===== src/core/asrc_defines.svh =====
// Timing constants for the asynchronous static memory controller
`ifndef ASRC_DEFINES_SVH
`define ASRC_DEFINES_SVH
`define ASRC_CLK_PERIOD_NS 40
`define ASRC_CYCLE_MIN_NS 12
`define ASRC_ADDR_TO_WEND_NS 8
`define ASRC_WPULSE_MIN_NS 8
`define ASRC_WE_TO_HIZ_NS 5
`define ASRC_DATA_SETUP_NS 6
`define ASRC_ACCESS_NS 12
`define ASRC_DIV_UP(t) (((t) + `ASRC_CLK_PERIOD_NS - 1) / `ASRC_CLK_PERIOD_NS)
`define ASRC_WPULSE_CYC \
  `ASRC_DIV_UP(`ASRC_WE_TO_HIZ_NS + `ASRC_DATA_SETUP_NS)
`define ASRC_ACCESS_CYC `ASRC_DIV_UP(`ASRC_ACCESS_NS)
`define ASRC_CYCLE_CYC `ASRC_DIV_UP(`ASRC_CYCLE_MIN_NS)
`endif


===== src/core/asrc_pkg.sv =====
// Types for the asynchronous static memory controller
package asrc_pkg;
  typedef enum logic [2:0] {
    IDLE, RD_WAIT, RD_DONE, WR_SETUP, WR_PULSE, WR_HOLD
  } asrc_state_type;
endpackage : asrc_pkg


===== src/core/asrc_host.sv =====
// Host controller driving an asynchronous 128K x 8 static memory
//
// Overview of operation
// (RL1) Memory has 131072 bytes, 17-bit address, 8-bit two-way data.
// (RL2) Memory is static and clockless; host needs no refresh.
// (RL3) Read: write strobe high, select and output enable low.
// (RL4) Memory stores data while select and write strobe are both low.
// (RL5) Select high floats memory data pins and puts it in standby.
// (RL6) Each read or write cycle lasts at least 12 ns.
// (RL7) Read data valid 12 ns after stable address.
// (RL8) Read data valid 6 ns after output enable falls.
// (RL9) Read data valid 12 ns after select falls.
// (RL10) Memory outputs stay off at least 3 ns after select falls.
// (RL11) Outputs float within 6 ns after select rises.
// (RL12) Outputs float within 5 ns after output enable rises.
// (RL13) Old read data holds at least 4 ns after address change.
// (RL14) Address and select valid at least 8 ns before write end.
// (RL15) Write pulse covers strobe-to-float plus data setup if enable low.
// (RL16) Write data valid 6 ns before write end, held afterwards.
// (RL17) Memory outputs float within 5 ns of write strobe falling.
// (RL18) Memory outputs stay off at least 3 ns after write end.
// (RL19) Select falling at or after strobe keeps outputs off.
// (RL20) Host never drives data while memory drives it.
// (RL21) Address valid no later than select falls.
// (RL22) Standby within 12 ns of deselect; instant wake-up.
// (RL23) Address held steady while select and write strobe are low.
// (RL24) A read returns the byte last written there.
`timescale 1ns/1ns
`include "asrc_defines.svh"
module asrc_host #(
  parameter int ADDR_W = 17,
  parameter int DATA_W = 8,
  parameter int WPULSE_CYC = `ASRC_WPULSE_CYC,
  parameter int ACCESS_CYC = `ASRC_ACCESS_CYC,
  parameter int CYCLE_CYC = `ASRC_CYCLE_CYC
) (
  input wire logic core_clk,
  input wire logic arst_n,
  input wire logic reqValid,
  input wire logic reqWrite,
  input wire logic [ADDR_W-1:0] reqAddr,
  input wire logic [DATA_W-1:0] reqWdata,
  output logic reqReady,
  output logic rspValid,
  output logic [DATA_W-1:0] rspRdata,
  output logic [ADDR_W-1:0] memAddr,
  output logic memSel_n,
  output logic memOen_n,
  output logic memWe_n,
  input wire logic [DATA_W-1:0] memDataIn,
  output logic [DATA_W-1:0] memDataOut,
  output logic memDataOe
);
  // Counts below one would drop a phase, so each is at least one
  localparam logic [7:0] WP = 8'(WPULSE_CYC < 1 ? 1 : WPULSE_CYC);
  localparam logic [7:0] AC = 8'(ACCESS_CYC < 1 ? 1 : ACCESS_CYC);
  localparam logic [7:0] CY = 8'(CYCLE_CYC < 1 ? 1 : CYCLE_CYC);

  asrc_pkg::asrc_state_type state_q, state_d;
  logic [7:0] cnt_q, cnt_d;
  logic [DATA_W-1:0] sync1_q, sync2_q;
  logic [ADDR_W-1:0] addr_q, addr_d;
  logic [DATA_W-1:0] wdata_q, wdata_d;
  logic [DATA_W-1:0] rdata_q, rdata_d;

  // Pin registers and their next values
  logic sel_n_q, sel_n_d;
  logic oen_n_q, oen_n_d;
  logic we_n_q, we_n_d;
  logic dOe_q, dOe_d;
  logic ready_q, ready_d;
  logic rspV_q, rspV_d;

  // Counter value one marks the last cycle of a wait
  wire cntDone = (cnt_q == 8'h01);
  wire accept = ready_q && reqValid;

  // Next-state decodes feed the pin and handshake logic
  wire goRdWait = (state_d == asrc_pkg::RD_WAIT);
  wire goRdDone = (state_d == asrc_pkg::RD_DONE);
  wire goWrSetup = (state_d == asrc_pkg::WR_SETUP);
  wire goWrPulse = (state_d == asrc_pkg::WR_PULSE);
  wire goWrHold = (state_d == asrc_pkg::WR_HOLD);
  wire goIdle = (state_d == asrc_pkg::IDLE);
  wire opEnds = (state_q == asrc_pkg::RD_DONE) ||
    (state_q == asrc_pkg::WR_HOLD);

  // Read data pin input synchronised before use
  always_ff @(posedge core_clk or negedge arst_n) begin
    if (!arst_n) begin
      sync1_q <= '0;
      sync2_q <= '0;
    end else begin
      sync1_q <= memDataIn;
      sync2_q <= sync1_q;
    end
  end

  // Next state and wait counter
  always_comb begin
    state_d = state_q;
    cnt_d = cntDone ? cnt_q : cnt_q - 8'h01;
    unique case (state_q)
      asrc_pkg::IDLE: begin
        if (accept) begin
          // Address loads no later than select falls (RL21)
          state_d = reqWrite ? asrc_pkg::WR_SETUP : asrc_pkg::RD_WAIT;
          // Two extra edges cover the input synchroniser (RL7)
          cnt_d = reqWrite ? 8'h01 : AC + 8'h02;
        end
      end
      asrc_pkg::RD_WAIT: begin
        if (cntDone) state_d = asrc_pkg::RD_DONE;
      end
      asrc_pkg::RD_DONE: begin
        state_d = asrc_pkg::IDLE;
      end
      asrc_pkg::WR_SETUP: begin
        state_d = asrc_pkg::WR_PULSE;
        // Pulse lasts the longer of write pulse and cycle time (RL15)
        cnt_d = (WP > CY) ? WP : CY; // RL6
      end
      asrc_pkg::WR_PULSE: if (cntDone) begin
        state_d = asrc_pkg::WR_HOLD;
      end
      asrc_pkg::WR_HOLD: begin
        // Write has ended; data stays driven through this cycle
        state_d = asrc_pkg::IDLE;
      end
    endcase
  end

  // Sequencer state and its wait counter
  always_ff @(posedge core_clk or negedge arst_n) begin
    if (!arst_n) begin
      state_q <= asrc_pkg::IDLE;
      cnt_q <= 8'h01;
    end else begin
      state_q <= state_d;
      cnt_q <= cnt_d;
    end
  end

  // Select low only to read or inside the write pulse
  assign sel_n_d = !(goRdWait || goWrPulse); // RL3 RL14
  // Enable low only to read, high through every write
  assign oen_n_d = !goRdWait; // RL3 RL15
  // Strobe falls a cycle before select and rises with it
  assign we_n_d = !(goWrSetup || goWrPulse); // RL15 RL19
  // Data driven from strobe fall to one cycle past write end
  assign dOe_d = goWrSetup || goWrPulse || goWrHold; // RL16 RL20

  // Strobes reset inactive, leaving the memory in standby
  always_ff @(posedge core_clk or negedge arst_n) begin
    if (!arst_n) begin
      sel_n_q <= 1'b1;
      oen_n_q <= 1'b1;
      we_n_q <= 1'b1;
      dOe_q <= 1'b0;
    end else begin
      sel_n_q <= sel_n_d;
      oen_n_q <= oen_n_d;
      we_n_q <= we_n_d;
      dOe_q <= dOe_d;
    end
  end

  // Request fields load only in idle, never inside a write
  assign addr_d = accept ? reqAddr : addr_q; // RL21 RL23
  assign wdata_d = accept ? reqWdata : wdata_q; // RL16
  always_ff @(posedge core_clk or negedge arst_n) begin
    if (!arst_n) begin
      addr_q <= '0;
      wdata_q <= '0;
    end else begin
      addr_q <= addr_d;
      wdata_q <= wdata_d;
    end
  end

  // Read byte comes from the synchronised pins on leaving the wait
  assign rdata_d = goRdDone ? sync2_q : rdata_q; // RL3
  always_ff @(posedge core_clk or negedge arst_n) begin
    if (!arst_n) begin
      rdata_q <= '0;
    end else begin
      rdata_q <= rdata_d;
    end
  end

  // Ready only in idle, and low on the edge that takes a request
  assign ready_d = goIdle && !accept;
  always_ff @(posedge core_clk or negedge arst_n) begin
    if (!arst_n) begin
      ready_q <= 1'b0;
    end else begin
      ready_q <= ready_d;
    end
  end

  // One-cycle answer pulse as either kind of transfer ends
  assign rspV_d = opEnds;
  always_ff @(posedge core_clk or negedge arst_n) begin
    if (!arst_n) begin
      rspV_q <= 1'b0;
    end else begin
      rspV_q <= rspV_d;
    end
  end

  // Read response carries last captured byte (RL24)
  assign rspRdata = rdata_q;

  // Every other output comes straight from its register
  assign rspValid = rspV_q;
  assign reqReady = ready_q;
  assign memAddr = addr_q;
  assign memSel_n = sel_n_q;
  assign memOen_n = oen_n_q;
  assign memWe_n = we_n_q;
  assign memDataOut = wdata_q;
  assign memDataOe = dOe_q;
endmodule : asrc_host


===== config.mk =====
export PLATFORM = sky130hd
export DESIGN_NAME = asrc_host
export DESIGN_NICKNAME = d
export VERILOG_FILES = /design/src/core/asrc_pkg.sv /design/src/core/asrc_host.sv
export VERILOG_INCLUDE_DIRS = /design/src /design/src/core
export SDC_FILE = /design/constraint.sdc
export NUM_CORES = 1
export LEC_CHECK = 0
export BUFFER_PORTS_ARGS = -buffer_cell sky130_fd_sc_hd__clkbuf_2
export CORE_AREA = 5 5 86 88
export DETAILED_ROUTE_END_ITERATION = 12
export DIE_AREA = 0 0 91 93
export PLACE_DENSITY_LB_ADDON = 0.15
export REMOVE_ABC_BUFFERS = 1
export SYNTH_ARGS = -nofsm -noshare
export SYNTH_HDL_FRONTEND = slang
export SYNTH_SLANG_ARGS = --single-unit

===== constraint.sdc =====
create_clock -name core_clk -period 2.35 [get_ports core_clk]
set_input_delay 0.235 -clock core_clk [delete_from_list [all_inputs] [get_ports core_clk]]
set_output_delay 0.235 -clock core_clk [all_outputs]
set_load 0.01 [all_outputs]

==> impl_metrics.py, run 1 <==
metrics = {
    "place": {
        "place.gp.congestion": 0.838,
        "portBuffers": 75,
        "dp_hpwl_mm": 3.71,
        "postPlaceCellArea_um2": 3060,
    },
    "layout": {
        "area_growth_syn_to_layout_pct": 31.2,
        "antennaDiodeCount": 0,
        "mostFrequentLayoutCells": "74 x clkbuf_2, 62 x dfrtp_1, 33 x mux2_2",
        "fin_util": 0.509,
        "fin_area_um2": 3340,
        "layout-drive-gt1-share": 0.495,
        "nets": 317,
        "layout_commonest_cell": "clkbuf_2",
    },
    "global_route": {
        "grt_start_max_net_pins": 28,
        "grt.overflow.total": 0,
        "grt_pass1_wl_mm": 9.12,
        "first_global_vias": 1950,
        "track_usage": 0.136,
        "antenna_found_initial": 0,
    },
    "clocking": {
        "clk_latency_ns": 0.34,
        "root_buffer": "clkbuf_8",
        "h-tree-depth": 3,
        "cts.clk_slew.worst_paths_ns": 0.07,
        "tritoncts": "built",
        "cts.repair.resized": 0,
        "cts_buffers": 9,
        "clock_sinks": 66,
        "clockBufferDepth": 2,
    },
    "logic_synthesis": {
        "ys_seq_area_frac": 0.650,
        "yosys.area.top_type": "dfrtp_1",
        "synth.distinct_cells": 39,
        "synth_top_cell_area_share": 0.609,
        "synth-edff-count": 0,
        "ys_warn_count": 0,
        "synth-main-ff-cell": "dfrtp_1",
        "synthTopCellsByArea": "dfrtp_1 61%, mux2_2 15%, dfstp_2 4.1%",
        "synth_seq_cells": 66,
        "synth_area_um2": 2550,
        "ys_async_sr_fraction": 1.00,
        "syn_inst": 183,
        "syn_area_per_cell_um2": 13.9,
    },
    "route": {
        "drt_iter0_drc": 54,
        "wire_per_inst_um": 14.2,
        "wl_mm": 5.15,
        "vias": 1747,
        "final_antenna_net_count": 0,
        "dr.pass1.iters": 4,
        "avgViaCountPerCell": 4.81,
        "drc": 0,
    },
    "pwr": {
        "p_switching_mw": 1.49,
        "swShare": 0.341,
        "p_comb_frac": 0.357,
        "p_seq_frac": 0.433,
        "p_clk_frac": 0.210,
        "power_leakage_nw": 1.58,
        "intPower_mw": 2.88,
        "power_density_nw_per_um2": 1310,
        "power_mw": 4.37,
        "vdd_drop_max_mv": 0.757,
    },
    "sta": {
        "fin_setup_tns_ns": 0,
        "rsz0062_at_grt": "no",
        "slew_violations": 0,
        "skew_ns": 0.00361,
        "fin_crit_ns": 1.88,
        "fmax_ghz": 0.533,
        "finalCritPeriodShare": 0.799,
        "slew_headroom": 0.595,
        "hold_viol": 0,
        "setup_violations": 0,
        "tightest_slew_ns": 0.608,
    },
    "min_path": {
        "hold_class": "in2reg",
    },
    "worst_setup_path": {
        "critPathKind": "reg2reg",
        "critPathMaxFanout": 10,
        "crit_path_start_kind": "flip-flop",
        "end_kind": "flip-flop",
        "arrival_ns": 2.10,
        "critPathRequiredTime_ns": 2.57,
    },
    "job": {
        "maxCapViolCount": 0,
    },
    "die": {
        "die_y_um": 93,
        "ioPinCount": 76,
        "start_util": 0.388,
        "die_width_um": 91,
        "rows": 30,
        "coreArea_um2": 6570,
        "dieArea_um2": 8460,
    },
    "outcome": {
        "status": "finished, final reports clean",
    },
}
-- synthesized netlist by cell type, types with 2 or more instances --
| cell type | instances |
|---|---|
| dfrtp_1 | 62 |
| mux2_2 | 33 |
| nand2_1 | 5 |
| a211oi_1 | 2 |
| o31ai_1 | 3 |
| buf_1 | 3 |
| o21ai_0 | 7 |
| nor2b_1 | 2 |
| nor3_1 | 5 |
| a21oi_1 | 9 |
| ha_1 | 2 |
| o32a_1 | 2 |
| or3_1 | 2 |
| nor3b_1 | 3 |
| xnor2_1 | 2 |
| inv_1 | 5 |
| nor2_1 | 5 |
| nand3_1 | 4 |
| clkbuf_1 | 3 |
| dfstp_2 | 4 |
| or4_1 | 2 |
-- final cells by class --
type                       count  area, um2
clock buffer                   9        124
clock inverter                 7       70.1
fill                         585       3230
inverter                       5       18.8
multi-input combinational    106        851
sequential                    66       1660
tap                           80        100
timing repair buffer          90        523
-- through the flow --
step	hold WS (ns)	instances	setup WS (ns)
after detailed placement	0.266	338	0.462
after global placement	0.265	338	0.505
final	0.122	363	0.473
after floorplan	-0.0606	177	0.619
after CTS	0.106	363	0.452
after global routing	0.104	363	0.298
-- power groups by stage --
stage / clock network [mW] / registers [mW] / logic [mW]
after floorplan: 0 / 2.04 / 0.787
after global placement: 0 / 1.90 / 1.55
after detailed placement: 0 / 1.91 / 1.57
after CTS: 0.947 / 1.89 / 1.59
after global routing: 0.996 / 1.97 / 1.76
final: 0.918 / 1.89 / 1.56
-- critical path: stages (launching register included) --
cell and delay (ns):
dfstp_2 0.55, ha_1 0.16, nor3b_2 0.38, nand3_2 0.32, mux2_2 0.35
-- cell families after synthesis --
logic type / Yosys count / share of synthesized area
compound gates: 29 / 0.0727
xor+xnor: 3 / 0.0103
mux: 33 / 0.146
fa+ha+maj: 2 / 0.00982
buf+inv: 11 / 0.0162
simple gates: 39 / 0.0952
flops: 66 / 0.650
-- state kept, by name, indices dropped and copies added, names as in the netlist --
| signal | cells |
|---|---|
| memSel_n | 1 |
| state_q | 3 |
| sync1_q | 8 |
| reqReady | 1 |
| rspValid | 1 |
| memOen_n | 1 |
| rspRdata | 8 |
| memDataOe | 1 |
| memWe_n | 1 |
| memAddr | 17 |
| memDataOut | 8 |
| cnt_q | 8 |
| sync2_q | 8 |
-- path summary, 6_finish.rpt --
check	startpoint	endpoint	slack, ns	cells after the start
max	cnt_q[0]	rspRdata[0]	0.47	4
min reg2reg	sync1_q[4]	sync2_q[4]	0.35	0
max reg2reg	cnt_q[0]	rspRdata[0]	0.47	4
max in group asynchronous	arst_n	sync2_q[2]	1.30	3
min in group asynchronous	arst_n	cnt_q[2]	0.43	2
min	reqWdata[5]	memDataOut[5]	0.12	2
-- routing by layer --
| metal | global-route usage | vias to the layer above | share of wire |
|---|---|---|---|
| met1 | 0.170 | 841 | 0.42 |
| met3 | 0.0603 | 8 | 0.081 |
| met2 | 0.201 | 51 | 0.48 |
| li1 | - | 847 | - |
| met5 | 0 | - | 0 |
| met4 | 0.0623 | 0 | 0.014 |
-- timing repair --
action	in CTS	in global routing
hold buffers	9	0
hold endpoints to repair	27	0
buffers inserted	0	0
Power figures use the tool's default switching activity.
==> run 2, diff against run 1 <==
--- a/config.mk
+++ b/config.mk
@@ -6,10 +6,11 @@
 export SDC_FILE = /design/constraint.sdc
 export NUM_CORES = 1
 export LEC_CHECK = 0
+export ABC_AREA = 1
 export BUFFER_PORTS_ARGS = -buffer_cell sky130_fd_sc_hd__clkbuf_2
-export CORE_AREA = 5 5 86 88
+export CORE_AREA = 5 5 87 89
 export DETAILED_ROUTE_END_ITERATION = 12
-export DIE_AREA = 0 0 91 93
+export DIE_AREA = 0 0 92 94
 export PLACE_DENSITY_LB_ADDON = 0.15
 export REMOVE_ABC_BUFFERS = 1
 export SYNTH_ARGS = -nofsm -noshare
==> constraint.sdc (replaced) <==
create_clock -name core_clk -period 1.8 [get_ports core_clk]
set_input_delay 0.18 -clock core_clk [delete_from_list [all_inputs] [get_ports core_clk]]
set_output_delay 0.18 -clock core_clk [all_outputs]
set_load 0.01 [all_outputs]
==> run 2 against run 1 <==
  * Power rose by 38%
  * First-iteration DRC count rose by 59%
  * Clock skew is 0.0053 ns higher
  * Critical path type unchanged
  * Critical endpoint is now memWe_n
  * Highest routed layer unchanged
==> impl_metrics.py, run 2 <==
metrics = {
    "place": {
        "dp_hpwl_mm": 3.56,
        "portBuffers": 75,
        "place.gp.congestion": 0.726,
        "place_ws_ns": 0.247,
    },
    "global_route": {
        "first_global_vias": 2046,
        "grt_start_max_net_pins": 67,
        "track_usage": 0.136,
        "antenna_found_initial": 0,
        "grt_pass1_wl_mm": 9.23,
        "grt.overflow.total": 0,
    },
    "route": {
        "wl_mm": 5.12,
        "wire_per_inst_um": 11.6,
        "drt_iter0_drc": 86,
        "final_antenna_net_count": 0,
        "drc": 0,
        "avgViaCountPerCell": 4.35,
        "vias": 1917,
        "dr.pass1.iters": 4,
    },
    "layout": {
        "multi_input_area_um2": 800,
        "layout_commonest_cell": "nand2_1",
        "regArea_um2": 1660,
        "antennaDiodeCount": 0,
        "layout-drive-gt1-share": 0.335,
        "area_growth_syn_to_layout_pct": 31.2,
        "largest_register_ff_count": 17,
        "n_fill_cell": 629,
        "mostFrequentLayoutCells": "121 x nand2_1, 74 x clkbuf_2, 62 x dfrtp_1",
        "nets": 395,
    },
    "job": {
        "maxCapViolCount": 0,
    },
    "sta": {
        "fin_crit_ns": 1.55,
        "finalCritPeriodShare": 0.862,
        "skew_ns": 0.00890,
        "rsz0062_at_grt": "no",
        "setup_violations": 0,
        "tightest_slew_ns": 0.341,
        "slew_headroom": 0.772,
        "fmax_ghz": 0.644,
        "hold_viol": 0,
        "slew_violations": 0,
        "setup_ws_ns": 0.248,
    },
    "outcome": {
        "status": "finished, final reports clean",
    },
    "worst_setup_path": {
        "critical_path.reg2reg.endpoint": "memWe_n",
        "end_kind": "flip-flop",
        "critPathKind": "reg2reg",
        "rr_worst_depth": 10,
        "critPathRequiredTime_ns": 2.08,
        "crit_path_start_kind": "flip-flop",
        "critPathMaxFanout": 10,
        "r2r-start": "cnt_q[0]",
        "critical_path.endpoint": "memWe_n",
        "arrival_ns": 1.83,
        "reg2reg_slack_ns": 0.25,
        "crit_start": "cnt_q[0]",
    },
    "logic_synthesis": {
        "synth_top_cell_area_share": 0.605,
        "ys_seq_area_frac": 0.646,
        "yosysMostFrequentCell": "nand2_1",
        "synth.distinct_cells": 26,
        "syn_area_per_cell_um2": 9.74,
        "synth_seq_cells": 66,
        "synth-edff-count": 0,
        "synth_area_um2": 2560,
        "synthTopCellsByArea": "dfrtp_1 61%, nand2_1 18%, dfstp_2 4.1%",
        "ys_warn_count": 0,
        "syn_inst": 263,
        "ys_async_sr_fraction": 1.00,
        "synth.top_cells.by_count": "121 x nand2_1, 62 x dfrtp_1, 13 x inv_1, 13 x nor2_1, 6 x inv_2",
        "synth-main-ff-cell": "dfrtp_1",
        "yosys.area.top_type": "dfrtp_1",
    },
    "pwr": {
        "vdd_drop_max_mv": 0.706,
        "swShare": 0.385,
        "p_switching_mw": 2.32,
        "intPower_mw": 3.71,
        "power_density_nw_per_um2": 1790,
        "p_comb_frac": 0.381,
        "p_clk_frac": 0.229,
        "power_leakage_nw": 1.88,
        "power_mw": 6.03,
        "p_seq_frac": 0.390,
    },
    "die": {
        "dieArea_um2": 8650,
        "coreArea_um2": 6680,
        "die_y_um": 94,
        "rows": 30,
        "start_util": 0.384,
        "die_width_um": 92,
        "ioPinCount": 76,
    },
    "clocking": {
        "root_buffer": "clkbuf_8",
        "clock_sinks": 66,
        "cts_buffers": 9,
        "tritoncts": "built",
        "cts_setup_buffers": 0,
        "clk_latency_ns": 0.33,
        "cts.clk_slew.worst_paths_ns": 0.08,
        "clockBufferDepth": 2,
        "h-tree-depth": 3,
    },
    "min_path": {
        "hold_class": "in2reg",
    },
}
## run 2: cell types whose count changed in the layout (fill, tap and decap cells not counted), moves of 4 or more
cell / previous run / this run
nor3_1: 5 / 0
o21ai_0: 7 / 2
a21oi_1: 9 / 5
nand2_1: 5 / 121
inv_2: 0 / 6
inv_1: 5 / 13
nor2_1: 5 / 13
nand2_2: 0 / 5
mux2_2: 33 / 0
## run 2: stage by stage
step           std cells  instance area, um2  hold WS (ns)  utilization  TNS (ns)
3_5_place_dp         416                3050         0.226        0.456         0
5_1_grt              441                3360        0.0216        0.503         0
6_report             441                3360        0.0344        0.503         0
4_1_cts              441                3360        0.0145        0.503         0
3_3_place_gp         416                3050         0.232        0.456         0
2_1_floorplan        258                2540        -0.116            -   -0.0804
## run 2: area by class of cell
cell class	instances	area share
Sequential cell	66	0.493
Multi-Input combinational cell	172	0.238
Timing Repair Buffer	87	0.149
Clock buffer	9	0.0369
Clock inverter	7	0.0298
Tap cell	80	0.0298
Inverter	20	0.0238
## run 2: timing repair
item                                   CTS  global route
hold buffers                             9             0
resized for setup                        0             0
endpoints found under the hold margin   70             0
## run 2: critical path, stage by stage, from the launching register on
cell,delay (ns)
dfstp_2,0.54
ha_1,0.15
nand2_2,0.07
nor2_4,0.13
nand2_4,0.09
nor2_8,0.17
inv_6,0.08
nand2_4,0.07
nand3_1,0.09
nand2_1,0.07
inv_1,0.03
## run 2: how the worst min path moves through the flow
stage / start / endpoint / slack, ns / cells past startpoint
finish: reqWdata[4] / memDataOut[4] / 0.03 / 3
global route: reqAddr[13] / memAddr[13] / 0.02 / 3
CTS: reqWdata[4] / memDataOut[4] / 0.01 / 3
detailed placement: arst_n / rspValid / 0.23 / 2
global placement: arst_n / memAddr[1] / 0.23 / 2
floorplan: arst_n / cnt_q[1] / -0.12 / 0
## run 2: routing by layer
metal,track usage,vias up,share of wire
met5,0,-,0
met4,0.0817,0,0.020
met3,0.0296,7,0.047
met2,0.217,42,0.47
met1,0.170,881,0.46
li1,-,987,-
## run 2: logic make-up after synthesis
logic type / share of synthesized area
adder cells (fa/ha/maj): 0.00976
buffers and inverters: 0.0415
flip-flops: 0.646
XOR/XNOR: 0.0137
AND/OR/NAND/NOR: 0.267
AO/OA/AOI/OAI: 0.0215
## run 2: power groups by stage
stage          clock, mW  combinational, mW  sequential [mW]
3_3_place_gp           0               2.31             2.37
4_1_cts             1.42               2.35             2.36
6_report            1.38               2.30             2.35
3_5_place_dp           0               2.33             2.37
5_1_grt             1.47               2.66             2.42
2_1_floorplan          0               1.37             2.52
==> run 3, diff against run 2 <==
--- a/config.mk
+++ b/config.mk
@@ -7,7 +7,7 @@
 export NUM_CORES = 1
 export LEC_CHECK = 0
 export ABC_AREA = 1
-export BUFFER_PORTS_ARGS = -buffer_cell sky130_fd_sc_hd__clkbuf_2
+export BUFFER_PORTS_ARGS = -buffer_cell sky130_fd_sc_hd__buf_2
 export CORE_AREA = 5 5 87 89
 export DETAILED_ROUTE_END_ITERATION = 12
 export DIE_AREA = 0 0 92 94
==> run 3 against run 2 <==
  * Critical path depth is the same
  * Final area is the same
  * Largest cell class unchanged
  * Combinational power is essentially flat
  * Sequential share of layout area is the same
==> impl_metrics.py, run 3 (same netlist as run 2, synthesis figures left out) <==
metrics = {
    "pwr": {
        "power_leakage_nw": 1.88,
        "p_comb_frac": 0.383,
        "p_seq_frac": 0.387,
        "power_density_nw_per_um2": 1790,
        "vdd_drop_max_mv": 0.805,
        "swShare": 0.383,
        "p_switching_mw": 2.30,
        "power_mw": 6.02,
        "p_clk_frac": 0.229,
        "intPower_mw": 3.72,
    },
    "clocking": {
        "ctsHoldBuffers": 9,
        "clockBufferDepth": 2,
        "tritoncts": "built",
        "root_buffer": "clkbuf_8",
        "cts_setup_buffers": 0,
        "cts_buffers": 9,
        "clock_sinks": 66,
        "cts.clk_slew.worst_paths_ns": 0.08,
        "h-tree-depth": 3,
        "clk_latency_ns": 0.33,
        "cts.repair.resized": 0,
    },
    "die": {
        "die_y_um": 94,
        "dieArea_um2": 8650,
        "rows": 30,
        "die_width_um": 92,
        "start_util": 0.384,
        "coreArea_um2": 6680,
        "ioPinCount": 76,
    },
    "sta": {
        "hold_viol": 0,
        "slew_headroom": 0.770,
        "finalCritPeriodShare": 0.864,
        "slew_violations": 0,
        "tightest_slew_ns": 0.346,
        "fin_setup_tns_ns": 0,
        "setup_ws_ns": 0.245,
        "setup_violations": 0,
        "fmax_ghz": 0.643,
        "skew_ns": 0.00932,
        "rsz0062_at_grt": "no",
        "fin_crit_ns": 1.55,
    },
    "worst_setup_path": {
        "crit_start": "cnt_q[0]",
        "critPathKind": "reg2reg",
        "reg2reg_slack_ns": 0.25,
        "rr_worst_depth": 10,
        "critical_path.reg2reg.endpoint": "memWe_n",
        "crit_path_start_kind": "flip-flop",
        "r2r-start": "cnt_q[0]",
        "arrival_ns": 1.83,
        "critical_path.endpoint": "memWe_n",
        "critPathMaxFanout": 10,
        "end_kind": "flip-flop",
        "critPathRequiredTime_ns": 2.07,
    },
    "min_path": {
        "min_path_cells": 3,
        "hold_class": "in2reg",
    },
    "global_route": {
        "grt_pass1_wl_mm": 9.31,
        "track_usage": 0.135,
        "antenna_found_initial": 0,
        "grt_start_max_net_pins": 67,
        "grt.overflow.total": 0,
        "first_global_vias": 2053,
    },
    "place": {
        "dp_hpwl_mm": 3.53,
        "postPlaceCellArea_um2": 3050,
        "portBuffers": 75,
        "place.gp.congestion": 0.723,
        "place_ws_ns": 0.253,
        "placedCellCount": 416,
    },
    "route": {
        "avgViaCountPerCell": 4.30,
        "drt_iter0_drc": 78,
        "drc": 0,
        "wl_mm": 5.19,
        "dr.pass1.iters": 4,
        "final_antenna_net_count": 0,
        "vias": 1897,
        "wire_per_inst_um": 11.8,
    },
    "layout": {
        "area_growth_syn_to_layout_pct": 31.2,
        "antennaDiodeCount": 0,
        "nets": 395,
        "finalNonFillerCells": 441,
        "fin_area_um2": 3360,
        "layout-drive-gt1-share": 0.335,
        "largest_register_ff_count": 17,
        "mostFrequentLayoutCells": "121 x nand2_1, 75 x buf_2, 62 x dfrtp_1",
        "n_fill_cell": 641,
        "layout_commonest_cell": "nand2_1",
    },
    "job": {
        "maxCapViolCount": 0,
    },
    "outcome": {
        "status": "finished, final reports clean",
    },
}
run 3: changes by cell type in the layout (fill, tap and decap cells not counted), sizes merged:
cell    before  now
buf          4   78
clkbuf      83    9
run 3: how the worst min path moves through the flow:
stage,from,endpoint,slack [ns]
final,reqWdata[4],memDataOut[4],0.03
after global routing,reqWdata[4],memDataOut[4],0.02
after CTS,reqWdata[4],memDataOut[4],0.02
after detailed placement,arst_n,rspValid,0.23
after global placement,arst_n,memAddr[1],0.23
after floorplan,arst_n,cnt_q[1],-0.12
run 3: power by group through the flow:
stage	clock network [mW]	registers (mW)	logic [mW]
after floorplan	0	2.52	1.37
after global placement	0	2.36	2.31
after detailed placement	0	2.35	2.33
after CTS	1.42	2.34	2.36
after global routing	1.48	2.41	2.66
final	1.38	2.33	2.31
run 3: per-stage QoR:
stage | utilization | hold WS [ns]
after floorplan | - | -0.116
after global placement | 0.456 | 0.232
after detailed placement | 0.456 | 0.229
after CTS | 0.503 | 0.0158
after global routing | 0.503 | 0.0160
final | 0.503 | 0.0340
run 3: layout make-up:
type | count | area, um2 | share of cell area
clock buffer | 9 | 124 | 0.0369
inverter | 20 | 80.1 | 0.0238
multi-input combinational | 172 | 800 | 0.238
timing repair buffer | 87 | 500 | 0.149
clock inverter | 7 | 100 | 0.0298
tap | 80 | 100 | 0.0298
sequential | 66 | 1660 | 0.493
run 3: metal layers:
layer / share of wire / vias to the layer above / track usage
met1: 0.46 / 862 / 0.165
met2: 0.48 / 41 / 0.227
li1: - / 987 / -
met4: 0.013 / 0 / 0.0644
met5: 0 / - / 0
met3: 0.047 / 7 / 0.0313
run 3: critical path, cell delays in order, from the launching register on:
cell and delay (ns):
dfstp_2 0.54, ha_1 0.16, nand2_2 0.07, nor2_4 0.13, nand2_4 0.09, nor2_8 0.17
inv_6 0.08, nand2_4 0.07, nand3_1 0.09, nand2_1 0.07, inv_1 0.03
